==> src/hdl/twi_pkg.sv <==
package twi_pkg;

    localparam int CLK_FREQ_KHZ = 100000;
    localparam int BUS_STD_KHZ = 100;
    localparam int BUS_FAST_KHZ = 400;
    // Quarter bit periods, rounded down so the bus never runs too slow
    localparam logic [8:0] QTR_STD_CYC = 9'(CLK_FREQ_KHZ / (4 * BUS_STD_KHZ));
    localparam logic [8:0] QTR_FAST_CYC = 9'(CLK_FREQ_KHZ / (4 * BUS_FAST_KHZ));

    localparam logic [7:0] CTRL_OFS = 8'h00;
    localparam logic [7:0] TAR_OFS = 8'h04;
    localparam logic [7:0] OWN_OFS = 8'h08;
    localparam logic [7:0] DATA_OFS = 8'h0C;
    localparam logic [7:0] HOLD_OFS = 8'h10;
    localparam logic [7:0] STAT_OFS = 8'h14;
    localparam logic [7:0] RAW_OFS = 8'h18;
    localparam logic [7:0] MASK_OFS = 8'h1C;
    localparam logic [7:0] INTR_OFS = 8'h20;
    localparam logic [7:0] CLR_OFS = 8'h24;

    localparam logic [3:0] CTRL_RST = 4'h4;
    localparam logic [9:0] TAR_RST = 10'h000;
    localparam logic [9:0] OWN_ADDR_RST = 10'h055;
    localparam logic [7:0] HOLD_RST = 8'h01;
    localparam logic [4:0] TEN_BIT_MARK = 5'h1E;
    localparam int CMD_BIT = 8;

    localparam int INT_W = 7;
    localparam int INT_ABORT = 0;
    localparam int INT_START = 1;
    localparam int INT_STOP = 2;
    localparam int INT_RX_FULL = 3;
    localparam int INT_TX_EMPTY = 4;
    localparam int INT_TX_OVER = 5;
    localparam int INT_RX_UNDER = 6;

    typedef struct packed {
        logic addr10;
        logic restart_en;
        logic fast;
        logic enable;
    } ctrl_s;

    typedef struct packed {
        logic cmd;
        logic [7:0] data;
    } tx_entry_s;

    typedef enum logic [2:0] {
        ST_IDLE = 3'h0,
        ST_START = 3'h1,
        ST_BIT = 3'h2,
        ST_NEXT = 3'h3,
        ST_STOP = 3'h4
    } state_e;

    typedef enum logic [1:0] {
        PH_ADDR1 = 2'h0,
        PH_ADDR2 = 2'h1,
        PH_DATA = 2'h2
    } phase_e;

endpackage

==> src/hdl/twi_master.sv <==
// Overview of operation
// - Standard 100 kbit/s and fast 400 kbit/s bus speeds.
// - Separate 32-entry transmit and receive FIFOs with readable levels.
// - Both 7-bit and 10-bit target addressing, also in combined transfers.
// - Own address setting resets to 0x055.
// - Programmable data hold time after each clock fall that ends a bit.
// - START pulls data low while clock is high; bus becomes busy.
// - STOP releases data while clock is high; bus becomes idle.
// - Acts only as bus master, generating the clock.
// - Address and direction follow START; the slave acknowledges.
// - The receiving party drives each acknowledge bit.
// - Reads acknowledge every byte but the last, then STOP or restart; nack comes only when the read is the last FIFO entry.
// - Data changes only while clock is low, except start and stop.
// - Both lines are open drain: pull low or release.
// - A FIFO entry while idle starts a transaction with START.
// - An empty transmit FIFO after a transfer gives STOP.
// - With restart enabled, a direction change uses a repeated START.
// - One address width for a whole combined sequence.
// - Clock held low while no data can be taken; released on disable.
// - Sampled lines detect start, stop and arbitration loss; clock sync.
// - Raw and masked status flags, settable and clearable, pollable.
// - Tolerates slave clock stretching at bit and byte level.
// - 7-bit first byte holds address in 7:1, direction in bit 0.
// - 10-bit first byte 11110, address 9:8, direction; then low byte.
// - A missing acknowledge aborts the transfer with STOP.
// - Input clock divided to 100 kHz or 400 kHz by speed setting.
`timescale 1ns/10ps
`default_nettype none
module twi_master import twi_pkg::*; #(
    parameter int DEPTH = 32
) (
    input wire logic clk,
    input wire logic reset,
    input wire logic psel,
    input wire logic penable,
    input wire logic pwrite,
    input wire logic [7:0] paddr,
    input wire logic [31:0] pwdata,
    output logic [31:0] prdata,
    output logic pready,
    output logic pslverr,
    input wire logic scl_in,
    output logic scl_out,
    output logic scl_oe,
    input wire logic sda_in,
    output logic sda_out,
    output logic sda_oe
);
    localparam int AW = $clog2(DEPTH);
    localparam logic [AW:0] FULL_LVL = (AW+1)'(DEPTH);

    function automatic logic [AW:0] lvl(input logic [AW:0] wp, input logic [AW:0] rp);
        lvl = wp - rp;
    endfunction

    function automatic logic hit(input logic [7:0] a);
        hit = (a <= CLR_OFS) && (a[1:0] == 2'b00);
    endfunction

    ctrl_s ctrl_reg;
    logic [9:0] tar_reg, own_addr_reg;
    logic [7:0] hold_reg, hold_cnt_reg;
    logic [INT_W-1:0] raw_reg, mask_reg, ev;
    logic [31:0] rdata_next;
    logic scl_m_reg, scl_s, sda_m_reg, sda_s, sda_d_reg, scl_d_reg;
    logic bus_busy_reg;
    state_e state_reg;
    phase_e phase_reg;
    logic [1:0] q_reg;
    logic [3:0] bit_reg;
    logic [8:0] sh_reg, rx_sh_reg;
    logic dir_reg, rd_reg, ten_reg, active_reg, scl_oe_reg, sda_oe_reg;
    logic abort_reg, tx_pop_reg, rx_push_reg;
    logic [8:0] div_reg;
    logic tick, scl_wait, arb, rx_full_n;
    tx_entry_s tx_mem [DEPTH];
    logic [7:0] rx_mem [DEPTH];
    logic [AW:0] tx_wp, tx_rp, rx_wp, rx_rp, tx_lvl, rx_lvl;
    tx_entry_s tx_head;
    logic acc, wr, rd, tx_push, rx_pop;

    // APB slave: zero wait states, error on unmapped words
    assign acc = psel & penable;
    assign wr = acc & pwrite & hit(paddr);
    assign rd = acc & ~pwrite & hit(paddr);
    assign pready = 1'b1;
    assign pslverr = acc & ~hit(paddr);
    assign tx_push = wr && paddr == DATA_OFS && tx_lvl != FULL_LVL;
    assign rx_pop = rd && paddr == DATA_OFS && rx_lvl != '0;

    assign scl_out = 1'b0;
    assign sda_out = 1'b0;
    assign scl_oe = scl_oe_reg;
    assign sda_oe = sda_oe_reg;

    always_ff @(posedge clk) begin
        if (reset) begin
            ctrl_reg <= CTRL_RST;
            tar_reg <= TAR_RST;
            own_addr_reg <= OWN_ADDR_RST;
            hold_reg <= HOLD_RST;
            mask_reg <= '0;
        end else if (wr) begin
            case (paddr)
                CTRL_OFS: ctrl_reg <= pwdata[3:0];
                TAR_OFS: tar_reg <= pwdata[9:0];
                OWN_OFS: own_addr_reg <= pwdata[9:0];
                HOLD_OFS: hold_reg <= pwdata[7:0];
                MASK_OFS: mask_reg <= pwdata[INT_W-1:0];
                default: ;
            endcase
        end
    end

    // raw flags, set wins over clear
    always_comb begin
        ev = '0;
        ev[INT_ABORT] = abort_reg;
        ev[INT_START] = scl_s & sda_d_reg & ~sda_s;
        ev[INT_STOP] = scl_s & ~sda_d_reg & sda_s;
        ev[INT_RX_FULL] = rx_lvl == FULL_LVL;
        ev[INT_TX_EMPTY] = tx_lvl == '0;
        ev[INT_TX_OVER] = wr && paddr == DATA_OFS && tx_lvl == FULL_LVL;
        ev[INT_RX_UNDER] = rd && paddr == DATA_OFS && rx_lvl == '0;
    end

    always_ff @(posedge clk) begin
        if (reset) begin
            raw_reg <= '0;
        end else begin
            raw_reg <= (raw_reg & ~((wr && paddr == CLR_OFS) ? pwdata[INT_W-1:0] : '0)) | ev;
        end
    end

    always_comb begin
        rdata_next = '0;
        case (paddr)
            CTRL_OFS: rdata_next = 32'(ctrl_reg);
            TAR_OFS: rdata_next = 32'(tar_reg);
            OWN_OFS: rdata_next = 32'(own_addr_reg);
            DATA_OFS: rdata_next = 32'(rx_mem[rx_rp[AW-1:0]]);
            HOLD_OFS: rdata_next = 32'(hold_reg);
            STAT_OFS: rdata_next = 32'({rx_lvl, tx_lvl, bus_busy_reg, active_reg});
            RAW_OFS: rdata_next = 32'(raw_reg);
            MASK_OFS: rdata_next = 32'(mask_reg);
            INTR_OFS: rdata_next = 32'(raw_reg & mask_reg);
            default: rdata_next = '0;
        endcase
    end

    // Captured in the setup phase so the access phase sees a flop
    always_ff @(posedge clk) begin
        if (reset) begin
            prdata <= '0;
        end else if (psel & ~penable & ~pwrite) begin
            prdata <= rdata_next;
        end
    end

    // entry is byte plus command bit
    assign tx_lvl = lvl(tx_wp, tx_rp);
    assign tx_head = tx_mem[tx_rp[AW-1:0]];
    always_ff @(posedge clk) begin
        if (tx_push) begin
            tx_mem[tx_wp[AW-1:0]] <= tx_entry_s'(pwdata[CMD_BIT:0]);
        end
    end
    always_ff @(posedge clk) begin
        if (reset) begin
            tx_wp <= '0;
            tx_rp <= '0;
        end else begin
            if (tx_push) begin
                tx_wp <= tx_wp + 1'b1;
            end
            if (abort_reg) begin
                tx_rp <= tx_wp;
            end else if (tx_pop_reg) begin
                tx_rp <= tx_rp + 1'b1;
            end
        end
    end

    assign rx_lvl = lvl(rx_wp, rx_rp);
    assign rx_full_n = rx_lvl == FULL_LVL || (rx_push_reg && rx_lvl == FULL_LVL - 1'b1);
    always_ff @(posedge clk) begin
        if (rx_push_reg) begin
            rx_mem[rx_wp[AW-1:0]] <= rx_sh_reg[8:1];
        end
    end
    always_ff @(posedge clk) begin
        if (reset) begin
            rx_wp <= '0;
            rx_rp <= '0;
        end else begin
            if (rx_push_reg) begin
                rx_wp <= rx_wp + 1'b1;
            end
            if (rx_pop) begin
                rx_rp <= rx_rp + 1'b1;
            end
        end
    end

    // line synchronisers and bus event filter
    always_ff @(posedge clk) begin
        if (reset) begin
            scl_m_reg <= 1'b1;
            scl_s <= 1'b1;
            sda_m_reg <= 1'b1;
            sda_s <= 1'b1;
            sda_d_reg <= 1'b1;
            scl_d_reg <= 1'b1;
            bus_busy_reg <= 1'b0;
        end else begin
            scl_m_reg <= scl_in;
            scl_s <= scl_m_reg;
            sda_m_reg <= sda_in;
            sda_s <= sda_m_reg;
            sda_d_reg <= sda_s;
            scl_d_reg <= scl_s;
            if (ev[INT_START]) begin
                bus_busy_reg <= 1'b1;
            end else if (ev[INT_STOP]) begin
                bus_busy_reg <= 1'b0;
            end
        end
    end

    // released clock held low by a slave freezes the divider
    assign scl_wait = state_reg != ST_IDLE && !scl_oe_reg && !(scl_s && scl_d_reg);

    assign tick = !scl_wait && div_reg == '0;
    always_ff @(posedge clk) begin
        if (reset || state_reg == ST_IDLE) begin
            div_reg <= '0;
        end else if (!scl_wait) begin
            div_reg <= (div_reg == '0) ? (ctrl_reg.fast ? QTR_FAST_CYC : QTR_STD_CYC) - 1'b1
                                       : div_reg - 1'b1;
        end
    end

    // hold counter restarts at each falling clock that ends a bit, not at the fall after START
    always_ff @(posedge clk) begin
        if (reset || (state_reg == ST_BIT && tick && q_reg == 2'd3)) begin
            hold_cnt_reg <= '0;
        end else if (hold_cnt_reg != 8'hFF) begin
            hold_cnt_reg <= hold_cnt_reg + 1'b1;
        end
    end

    // released data read low while we send means lost arbitration
    assign arb = sh_reg[8] && !sda_s && (rd_reg ? bit_reg == 4'd8 : bit_reg != 4'd8);

    always_ff @(posedge clk) begin
        if (reset) begin
            state_reg <= ST_IDLE;
            phase_reg <= PH_ADDR1;
            q_reg <= '0;
            bit_reg <= '0;
            sh_reg <= '1;
            rx_sh_reg <= '0;
            dir_reg <= 1'b0;
            rd_reg <= 1'b0;
            ten_reg <= 1'b0;
            active_reg <= 1'b0;
            scl_oe_reg <= 1'b0;
            sda_oe_reg <= 1'b0;
            abort_reg <= 1'b0;
            tx_pop_reg <= 1'b0;
            rx_push_reg <= 1'b0;
        end else begin
            abort_reg <= 1'b0;
            tx_pop_reg <= 1'b0;
            rx_push_reg <= 1'b0;
            if (!ctrl_reg.enable) begin
                state_reg <= ST_IDLE;
                scl_oe_reg <= 1'b0;
                sda_oe_reg <= 1'b0;
                active_reg <= 1'b0;
            end else begin
                case (state_reg)
                    ST_IDLE: begin
                        // queued entry starts a transaction
                        // Abort flush lands one cycle late, so its entries must not start
                        if (tx_lvl != '0 && !abort_reg) begin
                            state_reg <= ST_START;
                            q_reg <= '0;
                            dir_reg <= tx_head.cmd;
                            ten_reg <= ctrl_reg.addr10;
                            phase_reg <= PH_ADDR1;
                            active_reg <= 1'b1;
                        end
                    end
                    ST_START: begin
                        if (tick) begin
                            q_reg <= q_reg + 1'b1;
                            case (q_reg)
                                2'd0: scl_oe_reg <= 1'b0;
                                2'd1: sda_oe_reg <= 1'b1;
                                2'd2: scl_oe_reg <= 1'b1;
                                default: begin
                                    state_reg <= ST_BIT;
                                    bit_reg <= '0;
                                    rd_reg <= 1'b0;
                                    sh_reg <= ten_reg ? {TEN_BIT_MARK, tar_reg[9:8], dir_reg, 1'b1}
                                                      : {tar_reg[6:0], dir_reg, 1'b1};
                                end
                            endcase
                        end else if (q_reg == 2'd0) begin
                            sda_oe_reg <= 1'b0;
                        end
                    end
                    ST_BIT: begin
                        if (tick) begin
                            q_reg <= q_reg + 1'b1;
                            case (q_reg)
                                2'd1: scl_oe_reg <= 1'b0;
                                2'd2: begin
                                    rx_sh_reg <= {rx_sh_reg[7:0], sda_s};
                                    if (arb) begin
                                        abort_reg <= 1'b1;
                                        state_reg <= ST_IDLE;
                                        sda_oe_reg <= 1'b0;
                                        active_reg <= 1'b0;
                                    end
                                end
                                2'd3: begin
                                    scl_oe_reg <= 1'b1;
                                    sh_reg <= {sh_reg[7:0], 1'b1};
                                    bit_reg <= bit_reg + 1'b1;
                                    if (bit_reg == 4'd8) begin
                                        if (!rd_reg && rx_sh_reg[0]) begin
                                            abort_reg <= 1'b1;
                                            state_reg <= ST_STOP;
                                        end else if (phase_reg == PH_ADDR1 && ten_reg) begin
                                            phase_reg <= PH_ADDR2;
                                            sh_reg <= {tar_reg[7:0], 1'b1};
                                            bit_reg <= '0;
                                        end else begin
                                            rx_push_reg <= rd_reg;
                                            phase_reg <= PH_DATA;
                                            state_reg <= ST_NEXT;
                                        end
                                    end
                                end
                                default: ;
                            endcase
                        end else if (q_reg == 2'd1 || (q_reg == 2'd0 && hold_cnt_reg >= hold_reg)) begin
                            // data moves only with clock low
                            sda_oe_reg <= ~sh_reg[8];
                        end
                    end
                    ST_NEXT: begin
                        q_reg <= '0;
                        if (tx_lvl == '0) begin
                            state_reg <= ST_STOP;
                        end else if (tx_head.cmd != dir_reg) begin
                            if (ctrl_reg.restart_en) begin
                                state_reg <= ST_START;
                                dir_reg <= tx_head.cmd;
                                phase_reg <= PH_ADDR1;
                            end else begin
                                state_reg <= ST_STOP;
                            end
                        end else if (!(tx_head.cmd && rx_full_n)) begin
                            // clock stays low until room exists
                            tx_pop_reg <= 1'b1;
                            rd_reg <= tx_head.cmd;
                            bit_reg <= '0;
                            state_reg <= ST_BIT;
                            sh_reg <= tx_head.cmd ? {8'hFF, tx_lvl == 1}
                                                  : {tx_head.data, 1'b1};
                        end
                    end
                    ST_STOP: begin
                        if (tick) begin
                            q_reg <= q_reg + 1'b1;
                            case (q_reg)
                                2'd0: scl_oe_reg <= 1'b0;
                                2'd1: sda_oe_reg <= 1'b0;
                                2'd3: begin
                                    state_reg <= ST_IDLE;
                                    active_reg <= 1'b0;
                                end
                                default: ;
                            endcase
                        end else if (q_reg == 2'd0) begin
                            sda_oe_reg <= 1'b1;
                        end
                    end
                    default: state_reg <= ST_IDLE;
                endcase
            end
        end
    end
endmodule
`default_nettype wire

==> config.mk <==
export PLATFORM = sky130hd
export DESIGN_NAME = twi_master
export DESIGN_NICKNAME = d
export VERILOG_FILES = /design/src/hdl/twi_pkg.sv /design/src/hdl/twi_master.sv
export SDC_FILE = /design/constraint.sdc
export NUM_CORES = 1
export LEC_CHECK = 0
export BUFFER_PORTS_ARGS = -buffer_cell sky130_fd_sc_hd__buf_2
export CAP_MARGIN = 25
export CORE_MARGIN = 2
export CORE_UTILIZATION = 35
export DETAILED_ROUTE_END_ITERATION = 10
export PLACE_DENSITY = 0.6
export SYNTH_ARGS = -nofsm -noshare
export SYNTH_HDL_FRONTEND = slang
export SYNTH_SLANG_ARGS = --single-unit
==> constraint.sdc <==
create_clock -name clk -period 4.7 [get_ports clk]
set_input_delay 0.94 -clock clk [delete_from_list [all_inputs] [get_ports clk]]
set_output_delay 0.94 -clock clk [all_outputs]
set_load 0.02 [all_outputs]
# After elaboration in Yosys (flattened, before gate mapping)
# Memories as Yosys holds them, arrays and structs flattened. A register that Yosys moved wholly into a read port is not among the register bits.
# Index checks and enable logic that the tools add are counted.
[totals] n_memories=2 ff_bits=164 rom_bits=0 in_bits=47 out_inout_bits=38 ramBits=544 latchBits=0 wordCells=319
[mem_list] name="tx_mem" words=32 width=9 rd=1 rd_ports_with_merged_regs=1 write_ports=1 line_no="twi_master.sv:76" text="tx_entry_s tx_mem [DEPTH];"
[mem_list] name="rx_mem" words=32 width=8 rd=1 rd_ports_with_merged_regs=1 write_ports=1 line_no="twi_master.sv:77" text="logic [7:0] rx_mem [DEPTH];"
[op_classes] bitwise=28 shifts=0 addsub=11 reduce_logical=74 mux=107 multipliers=0 div=0 n_eq_ne=57 order_cmp=2
[ops] operator="case mux 14 bit (9 select lines)" n=1
[ops] operator="2-to-1 mux 9 bit" n=13
[ops] operator="2-to-1 mux 3 bit" n=14
[ops] operator="2-to-1 mux 4 bit" n=10
[ops] operator="2-to-1 mux 1 bit" n=37
[ops] operator="== test 8 x 5 -> 1 bit, second input constant" n=4
[ops] operator="case mux 9 bit (3 select lines)" n=1
[ops] operator="!= test 2 bit, second input constant" n=13
[ops] operator="adder 6 x 1 -> 6 bit, second input constant" n=4
[ops] operator="logical AND 1 bit" n=22
[ops] operator="!= test 3 bit, second input constant" n=7
[ops] operator="AND reduction 7 bit" n=3
[ops] operator="2-to-1 mux 2 bit" n=10
[ops] operator="2-to-1 mux 5 bit" n=4
[ops] operator="nonzero test 3 bit" n=6
[ops] operator="== test 8 x 4 -> 1 bit, second input constant" n=2
[ops] operator="== test 8 x 6 -> 1 bit, second input constant" n=2
[ops] operator="case mux 3 bit (5 select lines)" n=1
[ops] operator="AND 7 bit" n=2
[ops] operator="AND 1 bit" n=12
[ops] operator="== test 6 bit, second input constant" n=2
[ops] operator="zero test 6 bit" n=2
[ops] operator="2-to-1 mux 6 bit" n=2
[ops] operator="!= test 4 bit, second input constant" n=3
[ops] operator="54 further kinds" n=102

# Logic depth before layout (Yosys ltp)
# Gate-level depths: netlist (run 1).
[logic_depth] word_depth=9 ltp_mapped=13 ltp_nobuf=12

# Least setup slack after synthesis (run 1)
# OpenSTA, ideal clock, no wires.
[synth_timing] kind="input port to flip-flop" from="input paddr[1]" to="memory tx_mem[11][0] in the netlist's numbering (enable)" setup_time_ns=0.374 path_stages=8 path_buffers=1 setup_slack_ns=1.329 required_time_ns=4.326 arrival_time_ns=2.997 cell_sequence="nor4_1 -> nand4_1 -> inv_1 -> nand2_1 -> a211oi_2 -> nand2_1 -> clkbuf_1 -> nor2_1"
[synth_between] elab_chain_len=7 word_cells_on_any_way=9 classes_between="order compare (1); eq/ne (1); mux (2); bitwise (1); reduce/logical (4)"
[synth_rtl] item="from (decl)" line_no="twi_master.sv:37" text="input wire logic [7:0] paddr,"
[synth_rtl] item="less-or-equal comparator 8 x 6 -> 1 bit / zero test 2 bit (equally long branches)" line_no="twi_master.sv:57" text="hit = (a <= CLR_OFS) && (a[1:0] == 2'b00);"
[synth_rtl] item="logical AND 1 bit" line_no="twi_master.sv:57"
[synth_rtl] item="AND 1 bit" line_no="twi_master.sv:84" text="assign wr = acc & pwrite & hit(paddr);"
[synth_rtl] item="logical AND 1 bit * (2 in series)" line_no="twi_master.sv:88" text="assign tx_push = wr && paddr == DATA_OFS && tx_lvl != FULL_LVL;"
[synth_rtl] item="2-to-1 mux 1 bit *" line_no="twi_master.sv:164" text="if (tx_push) begin"
[synth_rtl] item="2-to-1 mux 1 bit (not written as such) *" line_no="twi_master.sv:165" text="tx_mem[tx_wp[AW-1:0]] <= tx_entry_s'(pwdata[CMD_BIT:0]);"
[synth_rtl] item="to (decl)" line_no="twi_master.sv:76"
# Every way passes the cells marked *; elsewhere a longest branch is shown, timed or not.

# Worst setup path after layout (run 1)
[layout_timing] from="register tx_wp[0]" to="memory tx_mem[24][4] in the netlist's numbering (enable)"
[layout_between] elab_chain_len=5
[layout_rtl] item="from (decl)" line_no="twi_master.sv:78" text="logic [AW:0] tx_wp, tx_rp, rx_wp, rx_rp, tx_lvl, rx_lvl;"
[layout_rtl] item="from (signal assigned)" line_no="twi_master.sv:174" text="tx_wp <= tx_wp + 1'b1;"
[layout_rtl] item="subtractor 6 bit" line_no="twi_master.sv:53" text="lvl = wp - rp;"
[layout_rtl] item="!= test 6 bit" line_no="twi_master.sv:88"
[layout_rtl] item="logical AND 1 bit" line_no="twi_master.sv:88"
[layout_rtl] item="2-to-1 mux 1 bit" line_no="twi_master.sv:164"
[layout_rtl] item="2-to-1 mux 1 bit (not written as such)" line_no="twi_master.sv:165"
# Parallel ways exist; a longest one is shown, timed or not.

==> flow_summary.html, run 1 <==
<table>
<tr><th>Metric</th><th>Value</th></tr>
<tr><th colspan="2">Status</th></tr>
<tr><td>Result of the run</td><td>complete, no violations</td></tr>
<tr><th colspan="2">Timing</th></tr>
<tr><td>Highest Clock Rate</td><td>0.258 GHz</td></tr>
<tr><td>Sum of negative setup slack</td><td>0 ns</td></tr>
<tr><td>Least-Margin Pin Slew</td><td>around 1.1 ns</td></tr>
<tr><td># setup viols final</td><td>0</td></tr>
<tr><td>Tightest slew margin relative to the limit</td><td>24.7%</td></tr>
<tr><td>RSZ-0062 raised after global routing</td><td>no</td></tr>
<tr><td>Final Hold Viols</td><td>0</td></tr>
<tr><td>Final worst-path cycle share</td><td>82.6%</td></tr>
<tr><td>Final Skew</td><td>0.0255 ns</td></tr>
<tr><td>Worst hold slack</td><td>0.409 ns</td></tr>
<tr><td>Final worst slack</td><td>0.817 ns</td></tr>
<tr><td>Final critical delay including setup and external delays</td><td>3.88 ns</td></tr>
<tr><td>Final slew viol count</td><td>0</td></tr>
<tr><th colspan="2">Cells and area</th></tr>
<tr><td>Fraction of layout instances using a drive strength above 1</td><td>21.2%</td></tr>
<tr><td>Area growth, synth to finish</td><td>14.4%</td></tr>
<tr><td>Combined area of the multi-input logic cells</td><td>0.00910 mm^2</td></tr>
<tr><td>Utilization after layout</td><td>40.5%</td></tr>
<tr><td>Post-layout instance count excluding filler cells</td><td>3,065</td></tr>
<tr><td>Fill cell count</td><td>7,426</td></tr>
<tr><td>Sequential cell area</td><td>0.0195 mm^2</td></tr>
<tr><td>Final instance area</td><td>0.0333 mm^2</td></tr>
<tr><td>Number of flip-flops in the largest register</td><td>between 200 and 300</td></tr>
<tr><td>Net count, final</td><td>2,021</td></tr>
<tr><th colspan="2">Die</th></tr>
<tr><td>Die Height</td><td>292 um</td></tr>
<tr><td>Initial cell density of the core</td><td>a little over a third</td></tr>
<tr><td>Placeable core area</td><td>~0.082 mm^2</td></tr>
<tr><td>Site row count</td><td>between 100 and 150</td></tr>
<tr><td>IO Pins</td><td>85</td></tr>
<tr><td>Die Width</td><td>292 um</td></tr>
<tr><td>Die Footprint</td><td>roughly 0.086 mm^2</td></tr>
<tr><th colspan="2">Detailed routing</th></tr>
<tr><td>Detailed Routing Iterations Pass 1</td><td>5</td></tr>
<tr><td>Avg WL per Cell</td><td>21.8 um</td></tr>
<tr><td>Drt total wl</td><td>66.8 mm</td></tr>
<tr><td>Remaining antenna violation count</td><td>0</td></tr>
<tr><td>Mean number of vias per cell</td><td>about 5.4</td></tr>
<tr><td>DRC Markers</td><td>0</td></tr>
<tr><td>Routed via count</td><td>about 16k</td></tr>
<tr><td>Violation count after the first detailed-routing iteration</td><td>1,716</td></tr>
<tr><th colspan="2">Clocking</th></tr>
<tr><td>Max clock buf depth</td><td>3</td></tr>
<tr><td>CTS root buffer</td><td>sky130_fd_sc_hd__clkbuf_16</td></tr>
<tr><td>Clock tree from TritonCTS</td><td>built</td></tr>
<tr><td>Clock input transition at the sequential cells of the worst setup and hold paths</td><td>0.06 ns</td></tr>
<tr><td>Number of clock sinks seen by CTS</td><td>700</td></tr>
<tr><td>Clock latency at the later pin of the worst-skew pair</td><td>0.62 ns</td></tr>
<tr><td>Post-CTS resize count</td><td>0</td></tr>
<tr><td>H-tree Lvls</td><td>3</td></tr>
<tr><td>Number of hold-repair buffers added at the cts stage</td><td>0</td></tr>
<tr><td>Clock buffers created by TritonCTS</td><td>73</td></tr>
<tr><td>Number of buffers inserted to repair setup after CTS</td><td>0</td></tr>
<tr><th colspan="2">Power and ir drop</th></tr>
<tr><td>Static leakage power</td><td>10.6 nW</td></tr>
<tr><td>Total power</td><td>12.7 mW</td></tr>
<tr><td>Power density cells</td><td>382 mW/mm^2</td></tr>
<tr><td>VDD IR-drop max</td><td>0.241 mV</td></tr>
<tr><th colspan="2">Run</th></tr>
<tr><td>Max_cap viols</td><td>0</td></tr>
<tr><th colspan="2">Global routing</th></tr>
<tr><td>Vias in the first global route</td><td>16.6k</td></tr>
<tr><td>Met1 usage in global routing</td><td>21.5%</td></tr>
<tr><td>Congestion Overflow GR</td><td>0</td></tr>
<tr><td>Total track usage</td><td>15.6%</td></tr>
<tr><td>Largest net degree at the start of global routing</td><td>77</td></tr>
<tr><td>Antenna violations before repair</td><td>6</td></tr>
<tr><td>Met2 GRT Util</td><td>24.9%</td></tr>
<tr><td>Met3 routing resource usage after global routing</td><td>2.82%</td></tr>
<tr><td>Top Usage Layer GRT</td><td>met2</td></tr>
<tr><td>Wire length of the first global-routing pass</td><td>102 mm</td></tr>
<tr><th colspan="2">Critical path</th></tr>
<tr><td>Maximum net fanout on the critical path</td><td>9</td></tr>
<tr><td>Type of the worst setup path</td><td>flip-flop to flip-flop</td></tr>
<tr><td>Setup crit start kind</td><td>flip-flop</td></tr>
<tr><td>CP Capture Type</td><td>flip-flop</td></tr>
<tr><td>Crit path arrival time</td><td>4.19 ns</td></tr>
<tr><td>Required time worst endpoint</td><td>5.01 ns</td></tr>
<tr><th colspan="2">Synthesis</th></tr>
<tr><td>Most used standard cell by instance count after synthesis</td><td>sky130_fd_sc_hd__edfxtp_1</td></tr>
<tr><td>Synthesized-area fraction occupied by ao, oa, aoi and oai cells</td><td>a little under 5%</td></tr>
<tr><td>Instance count of the mapped netlist</td><td>1,850</td></tr>
<tr><td>Cells taking the most area after synthesis</td><td>sky130_fd_sc_hd__edfxtp_1 (56%), sky130_fd_sc_hd__mux4_2 (13%), sky130_fd_sc_hd__dfxtp_1 (11%)</td></tr>
<tr><td>Combinational family with the most area after synthesis</td><td>multiplexers</td></tr>
<tr><td>Avg Synthesized Cell Area</td><td>15.7 um^2</td></tr>
<tr><td>Warning count from the yosys run</td><td>0</td></tr>
<tr><td>Async S/R FF share, synth</td><td>0%</td></tr>
<tr><td>Sequential fraction of the synthesis area</td><td>between 60 and 70%</td></tr>
<tr><td>Cell variety after synth</td><td>77</td></tr>
<tr><td>Largest area contributor in the netlist</td><td>sky130_fd_sc_hd__edfxtp_1</td></tr>
<tr><td>Number of enable-type register cells in the synthesized netlist</td><td>about 540</td></tr>
<tr><td>Proportion of netlist area held by the largest area contributor</td><td>56.1%</td></tr>
<tr><td>Post-synthesis share of cell area spent on xor and xnor gates</td><td>0.932%</td></tr>
<tr><td>Leading post-synthesis cells by instance count</td><td>sky130_fd_sc_hd__edfxtp_1 (544), sky130_fd_sc_hd__nor2_1 (226), sky130_fd_sc_hd__mux4_2 (168), sky130_fd_sc_hd__dfxtp_1 (156), sky130_fd_sc_hd__nand2_1 (91)</td></tr>
<tr><td>Commonest register cell after synthesis</td><td>sky130_fd_sc_hd__edfxtp_1</td></tr>
<tr><td>Simple-gate portion of the synthesized area</td><td>7.59%</td></tr>
<tr><td>Netlist Area Pre-Place</td><td>0.0291 mm^2</td></tr>
<tr><td>Number of synthesized register bits</td><td>700</td></tr>
<tr><td>Fraction of synthesized area in multiplexers</td><td>between 10% and 20%</td></tr>
<tr><td>Share of synthesized cell area in full adder, half adder and majority cells</td><td>1.72%</td></tr>
<tr><th colspan="2">Placed design</th></tr>
<tr><td>Routability congestion estimate</td><td>0.863</td></tr>
<tr><td>Placement-stage cell area</td><td>a little over 0.03 mm^2</td></tr>
<tr><td>Pre-CTS setup slack</td><td>0.554 ns</td></tr>
<tr><td>DP HPWL</td><td>roughly 44 mm</td></tr>
<tr><td>Placed cell count</td><td>between 2k and 3k</td></tr>
<tr><td>Number of buffers inserted by port buffering</td><td>between 40 and 50</td></tr>
<tr><th colspan="2">Worst hold path</th></tr>
<tr><td>Class of the tightest hold or removal check</td><td>flip-flop to flip-flop</td></tr>
</table>
critical path, cell delays in order (launching register included):
cell	delay [ns]
sky130_fd_sc_hd__dfxtp_1	0.37
sky130_fd_sc_hd__inv_1	0.15
sky130_fd_sc_hd__ha_1	0.18
sky130_fd_sc_hd__inv_1	0.05
sky130_fd_sc_hd__fa_1	0.39
sky130_fd_sc_hd__a21o_1	0.19
sky130_fd_sc_hd__a21oi_1	0.16
sky130_fd_sc_hd__xor2_1	0.15
sky130_fd_sc_hd__and4_1	0.28
sky130_fd_sc_hd__a211oi_2	0.62
sky130_fd_sc_hd__nand2_1	0.49
sky130_fd_sc_hd__nor2_1	0.31
sky130_fd_sc_hd__buf_4	0.23
cell families after synthesis:
logic type	after synthesis
DFF	700
and+or+nand+nor	481
muxes	248
AOI/OAI and AO/OA	204
buffers and inverters	145
adders and majority gates	39
xor gates and xnor gates	31
other	2
area by class of cell:
class | instances | area share [%]
Antenna cell | 1 | 0.00751
Clock buffer | 88 | 5.96
Clock inverter | 45 | 1.52
Inverter | 38 | 0.428
Multi-Input combinational cell | 1024 | 27.3
Sequential cell | 700 | 58.4
Tap cell | 1070 | 4.02
Timing Repair Buffer | 99 | 2.38
routing by layer:
layer,part of all wire (%),vias up
li1,-,7367
met5,0.015,-
met1,44,8456
met4,2.8,2
met3,6.1,114
met2,47,533
worst paths after layout:
kind         startpoint       endpoint  slack [ns]  depth (start not counted)
max            tx_wp[0]  tx_mem[24][4]        0.82                         12
min           scl_m_reg          scl_s        0.41                          1
max reg2reg    tx_wp[0]  tx_mem[24][4]        0.82                         12
min reg2reg   scl_m_reg          scl_s        0.41                          1
report_power, final:
| group | switching [mW] | internal (mW) | leakage (nW) |
|---|---|---|---|
| Combinational | 0.110 | 0.0244 | 3.18 |
| Clock | 2.43 | 3.53 | 1.23 |
| Sequential | 0.00497 | 6.62 | 6.22 |
placed cells by master, fill, tap and decap left out, types with 40 or more instances in the layout:
cell type,Yosys,layout
sky130_fd_sc_hd__nand2_1,91,91
sky130_fd_sc_hd__edfxtp_1,544,544
sky130_fd_sc_hd__mux4_2,168,168
sky130_fd_sc_hd__buf_4,22,50
sky130_fd_sc_hd__dfxtp_1,156,151
sky130_fd_sc_hd__buf_2,7,40
sky130_fd_sc_hd__clkbuf_16,0,75
sky130_fd_sc_hd__nor2_1,226,226
sky130_fd_sc_hd__a21oi_1,57,57
sky130_fd_sc_hd__mux2i_1,75,75
Power figures use the tool's default switching activity.
==> inputs of run 2 (changes only) <==
--- a/config.mk
+++ b/config.mk
@@ -10,7 +10,7 @@
 export CORE_MARGIN = 2
 export CORE_UTILIZATION = 35
 export DETAILED_ROUTE_END_ITERATION = 10
-export PLACE_DENSITY = 0.6
+export PLACE_DENSITY = 0.62
 export SYNTH_ARGS = -nofsm -noshare
 export SYNTH_HDL_FRONTEND = slang
 export SYNTH_SLANG_ARGS = --single-unit
==> constraint.sdc (replaced) <==
create_clock -name clk -period 3.12 [get_ports clk]
set_input_delay 0.624 -clock clk [delete_from_list [all_inputs] [get_ports clk]]
set_output_delay 0.624 -clock clk [all_outputs]
set_load 0.02 [all_outputs]
==> run 2 against run 1 <==
  * Critical path depth fell by 3
  * Utilization is 1.6 points higher
  * Largest cell class unchanged
  * Die area is the same
  * Final area up 4.0%
  * Clock power is 49% higher
  * First-iteration DRC count shrank 14%
  * Sequential cell count unchanged
  * Global-route usage rose by 0.25 points
  * Critical endpoint is now bit_reg[3]
  * Worst setup slack got worse by 0.71 ns
  * Highest routed layer is now met4
  * Via count up 1.5%
  * Non-clock buffer count is 90 higher
  * Combinational power up 52%
==> flow_summary.html, run 2 (synthesized netlist as in run 1, its figures left out) <==
<table>
<tr><th>Metric</th><th>Value</th></tr>
<tr><th colspan="2">Detailed routing</th></tr>
<tr><td>Avg WL per Cell</td><td>21.6 um</td></tr>
<tr><td>DRC Markers</td><td>0</td></tr>
<tr><td>Mean number of vias per cell</td><td>5.30</td></tr>
<tr><td>Remaining antenna violation count</td><td>0</td></tr>
<tr><td>Violation count after the first detailed-routing iteration</td><td>1,469</td></tr>
<tr><td>Drt total wl</td><td>68.0 mm</td></tr>
<tr><td>Detailed Routing Iterations Pass 1</td><td>5</td></tr>
<tr><td>Routed via count</td><td>16.7k</td></tr>
<tr><th colspan="2">Power and ir drop</th></tr>
<tr><td>Power density cells</td><td>~550 mW/mm^2</td></tr>
<tr><td>VDD IR-drop max</td><td>around 0.42 mV</td></tr>
<tr><td>Share of total power in combinational logic</td><td>under 10%</td></tr>
<tr><td>Sw frac</td><td>between 20% and 30%</td></tr>
<tr><td>Static leakage power</td><td>11.2 nW</td></tr>
<tr><td>Sw power</td><td>3.94 mW</td></tr>
<tr><td>Int Pwr</td><td>about 15 mW</td></tr>
<tr><td>Sequential power share</td><td>52.3%</td></tr>
<tr><td>Proportion of power drawn by the clock network</td><td>46.7%</td></tr>
<tr><th colspan="2">Placed design</th></tr>
<tr><td>Number of buffers inserted by port buffering</td><td>between 40 and 50</td></tr>
<tr><td>Placed cell count</td><td>3,008</td></tr>
<tr><td>Pre-CTS setup slack</td><td>-0.0689 ns</td></tr>
<tr><td>Placement-stage cell area</td><td>around 0.032 mm^2</td></tr>
<tr><td>Routability congestion estimate</td><td>0.845</td></tr>
<tr><td>DP HPWL</td><td>about 45 mm</td></tr>
<tr><th colspan="2">Cells and area</th></tr>
<tr><td>Net count, final</td><td>2,112</td></tr>
<tr><td>Final instance area</td><td>~0.035 mm^2</td></tr>
<tr><td>Commonest cells after routing, fill and taps aside</td><td>sky130_fd_sc_hd__edfxtp_1 (544), sky130_fd_sc_hd__nor2_1 (194), sky130_fd_sc_hd__mux4_2 (168)</td></tr>
<tr><td>Most common cell after layout, fill and taps aside</td><td>sky130_fd_sc_hd__edfxtp_1</td></tr>
<tr><td>Post-layout instance count excluding filler cells</td><td>about 3.2k</td></tr>
<tr><td>Fraction of layout instances using a drive strength above 1</td><td>between 20% and 30%</td></tr>
<tr><td>Area growth, synth to finish</td><td>19.0%</td></tr>
<tr><td>Number of flip-flops in the largest register</td><td>288</td></tr>
<tr><td>Utilization after layout</td><td>42.2%</td></tr>
<tr><th colspan="2">Status</th></tr>
<tr><td>Result of the run</td><td>complete, no violations</td></tr>
<tr><th colspan="2">Die</th></tr>
<tr><td>Site row count</td><td>105</td></tr>
<tr><td>Die Height</td><td>292 um</td></tr>
<tr><td>Initial cell density of the core</td><td>35.4%</td></tr>
<tr><td>IO Pins</td><td>85</td></tr>
<tr><td>Die Footprint</td><td>0.0855 mm^2</td></tr>
<tr><td>Placeable core area</td><td>about 0.082 mm^2</td></tr>
<tr><td>Die Width</td><td>~290 um</td></tr>
<tr><th colspan="2">Critical path</th></tr>
<tr><td>Worst reg2reg path depth</td><td>9</td></tr>
<tr><td>CP Capture Type</td><td>flip-flop</td></tr>
<tr><td>Setup crit start kind</td><td>flip-flop</td></tr>
<tr><td>Maximum net fanout on the critical path</td><td>6</td></tr>
<tr><td>Crit path arrival time</td><td>3.52 ns</td></tr>
<tr><td>Type of the worst setup path</td><td>flip-flop to flip-flop</td></tr>
<tr><td>Required time worst endpoint</td><td>3.63 ns</td></tr>
<tr><th colspan="2">Timing</th></tr>
<tr><td>Final slew viol count</td><td>0</td></tr>
<tr><td>Final worst slack</td><td>0.107 ns</td></tr>
<tr><td>Final Hold Viols</td><td>0</td></tr>
<tr><td>Final critical delay including setup and external delays</td><td>approximately 3 ns</td></tr>
<tr><td># setup viols final</td><td>0</td></tr>
<tr><td>Highest Clock Rate</td><td>0.332 GHz</td></tr>
<tr><td>Final Skew</td><td>0.0299 ns</td></tr>
<tr><td>Least-Margin Pin Slew</td><td>about 0.86 ns</td></tr>
<tr><td>Tightest slew margin relative to the limit</td><td>42.2%</td></tr>
<tr><td>Final worst-path cycle share</td><td>about 97%</td></tr>
<tr><td>Sum of negative setup slack</td><td>0 ns</td></tr>
<tr><th colspan="2">Worst hold path</th></tr>
<tr><td>Hold depth</td><td>2</td></tr>
<tr><td>Class of the tightest hold or removal check</td><td>input pin to flip-flop</td></tr>
<tr><th colspan="2">Global routing</th></tr>
<tr><td>Vias in the first global route</td><td>16.9k</td></tr>
<tr><td>Largest net degree at the start of global routing</td><td>56</td></tr>
<tr><td>Antenna violations before repair</td><td>7</td></tr>
<tr><td>Total track usage</td><td>between 10% and 20%</td></tr>
<tr><td>Congestion Overflow GR</td><td>0</td></tr>
<tr><td>Wire length of the first global-routing pass</td><td>104 mm</td></tr>
<tr><th colspan="2">Clocking</th></tr>
<tr><td>Clock latency at the later pin of the worst-skew pair</td><td>about 0.64 ns</td></tr>
<tr><td>Number of clock sinks seen by CTS</td><td>700</td></tr>
<tr><td>H-tree Lvls</td><td>3</td></tr>
<tr><td>CTS root buffer</td><td>sky130_fd_sc_hd__clkbuf_16</td></tr>
<tr><td>Clock tree from TritonCTS</td><td>built</td></tr>
<tr><td>Clock buffers created by TritonCTS</td><td>74</td></tr>
<tr><td>Max clock buf depth</td><td>3</td></tr>
<tr><td>Clock input transition at the sequential cells of the worst setup and hold paths</td><td>~0.06 ns</td></tr>
<tr><th colspan="2">Run</th></tr>
<tr><td>Max_cap viols</td><td>0</td></tr>
</table>
-- run 2: changes by cell type in the layout (fill, tap and decap cells not counted), moves of 5 or more --
cell	change
sky130_fd_sc_hd__buf_12	+29
sky130_fd_sc_hd__buf_4	+56
sky130_fd_sc_hd__buf_6	+5
sky130_fd_sc_hd__clkbuf_1	+5
sky130_fd_sc_hd__nor2_1	-32
sky130_fd_sc_hd__nor2_2	+12
sky130_fd_sc_hd__nor2_4	+20
-- run 2: path summary, 6_finish.rpt --
path                                 from         end  slack [ns]
worst max-delay path            flip-flop  bit_reg[3]        0.11
worst min-delay path               sda_in   sda_m_reg        0.20
worst max register to register  flip-flop  bit_reg[3]        0.11
worst min register to register  scl_m_reg       scl_s        0.41
-- run 2: layout make-up --
class,count,area (um^2)
repair buffers,189,1830
well taps,1070,1340
flip-flops and latches,700,19500
clock buffers,89,1960
inverters,38,143
multi-input cells,1024,9370
fillers,7372,47600
diodes,1,2.50
clock inverters,46,542
-- run 2: critical path, stage by stage, from the launching register on --
cell	delay, ns
sky130_fd_sc_hd__dfxtp_1	0.50
sky130_fd_sc_hd__mux4_2	0.26
sky130_fd_sc_hd__mux2i_1	0.07
sky130_fd_sc_hd__o22ai_1	0.53
sky130_fd_sc_hd__o21a_1	0.29
sky130_fd_sc_hd__o22ai_2	0.12
sky130_fd_sc_hd__a2111oi_4	0.61
sky130_fd_sc_hd__buf_4	0.24
sky130_fd_sc_hd__o21ai_1	0.06
sky130_fd_sc_hd__a32o_1	0.22
-- run 2: repair_timing --
action	in CTS	in global routing
gates resized for setup	3	35
pin swaps	5	14
setup endpoints to repair	195	310
hold buffers	0	0
buffers inserted	3	6
gates cloned	0	1
-- run 2: power groups by stage --
stage	registers [mW]	clock network, mW	logic [mW]
global placement	10.2	0	0.199
global route	9.98	9.45	0.226
detailed placement	10.2	0	0.207
CTS	9.99	9.11	0.207
floorplan	10.2	0	0.106
finish	9.99	8.91	0.205
-- run 2: through the flow --
step | hold WS [ns] | total power, mW
floorplan | 0.389 | 10.3
global placement | 0.393 | 10.4
detailed placement | 0.396 | 10.4
CTS | 0.167 | 19.3
global route | 0.182 | 19.7
finish | 0.204 | 19.1
-- run 2: metal layers --
layer | up-vias | part of all wire (%) | global-route usage, % | wire length, um
li1 | 7523 | - | - | -
met1 | 8567 | 43 | 21.5 | 29400
met2 | 526 | 48 | 26.0 | 33000
met3 | 111 | 5.6 | 2.57 | 3800
met4 | 0 | 2.7 | 5.08 | 1870
met5 | - | 0 | 0 | 0
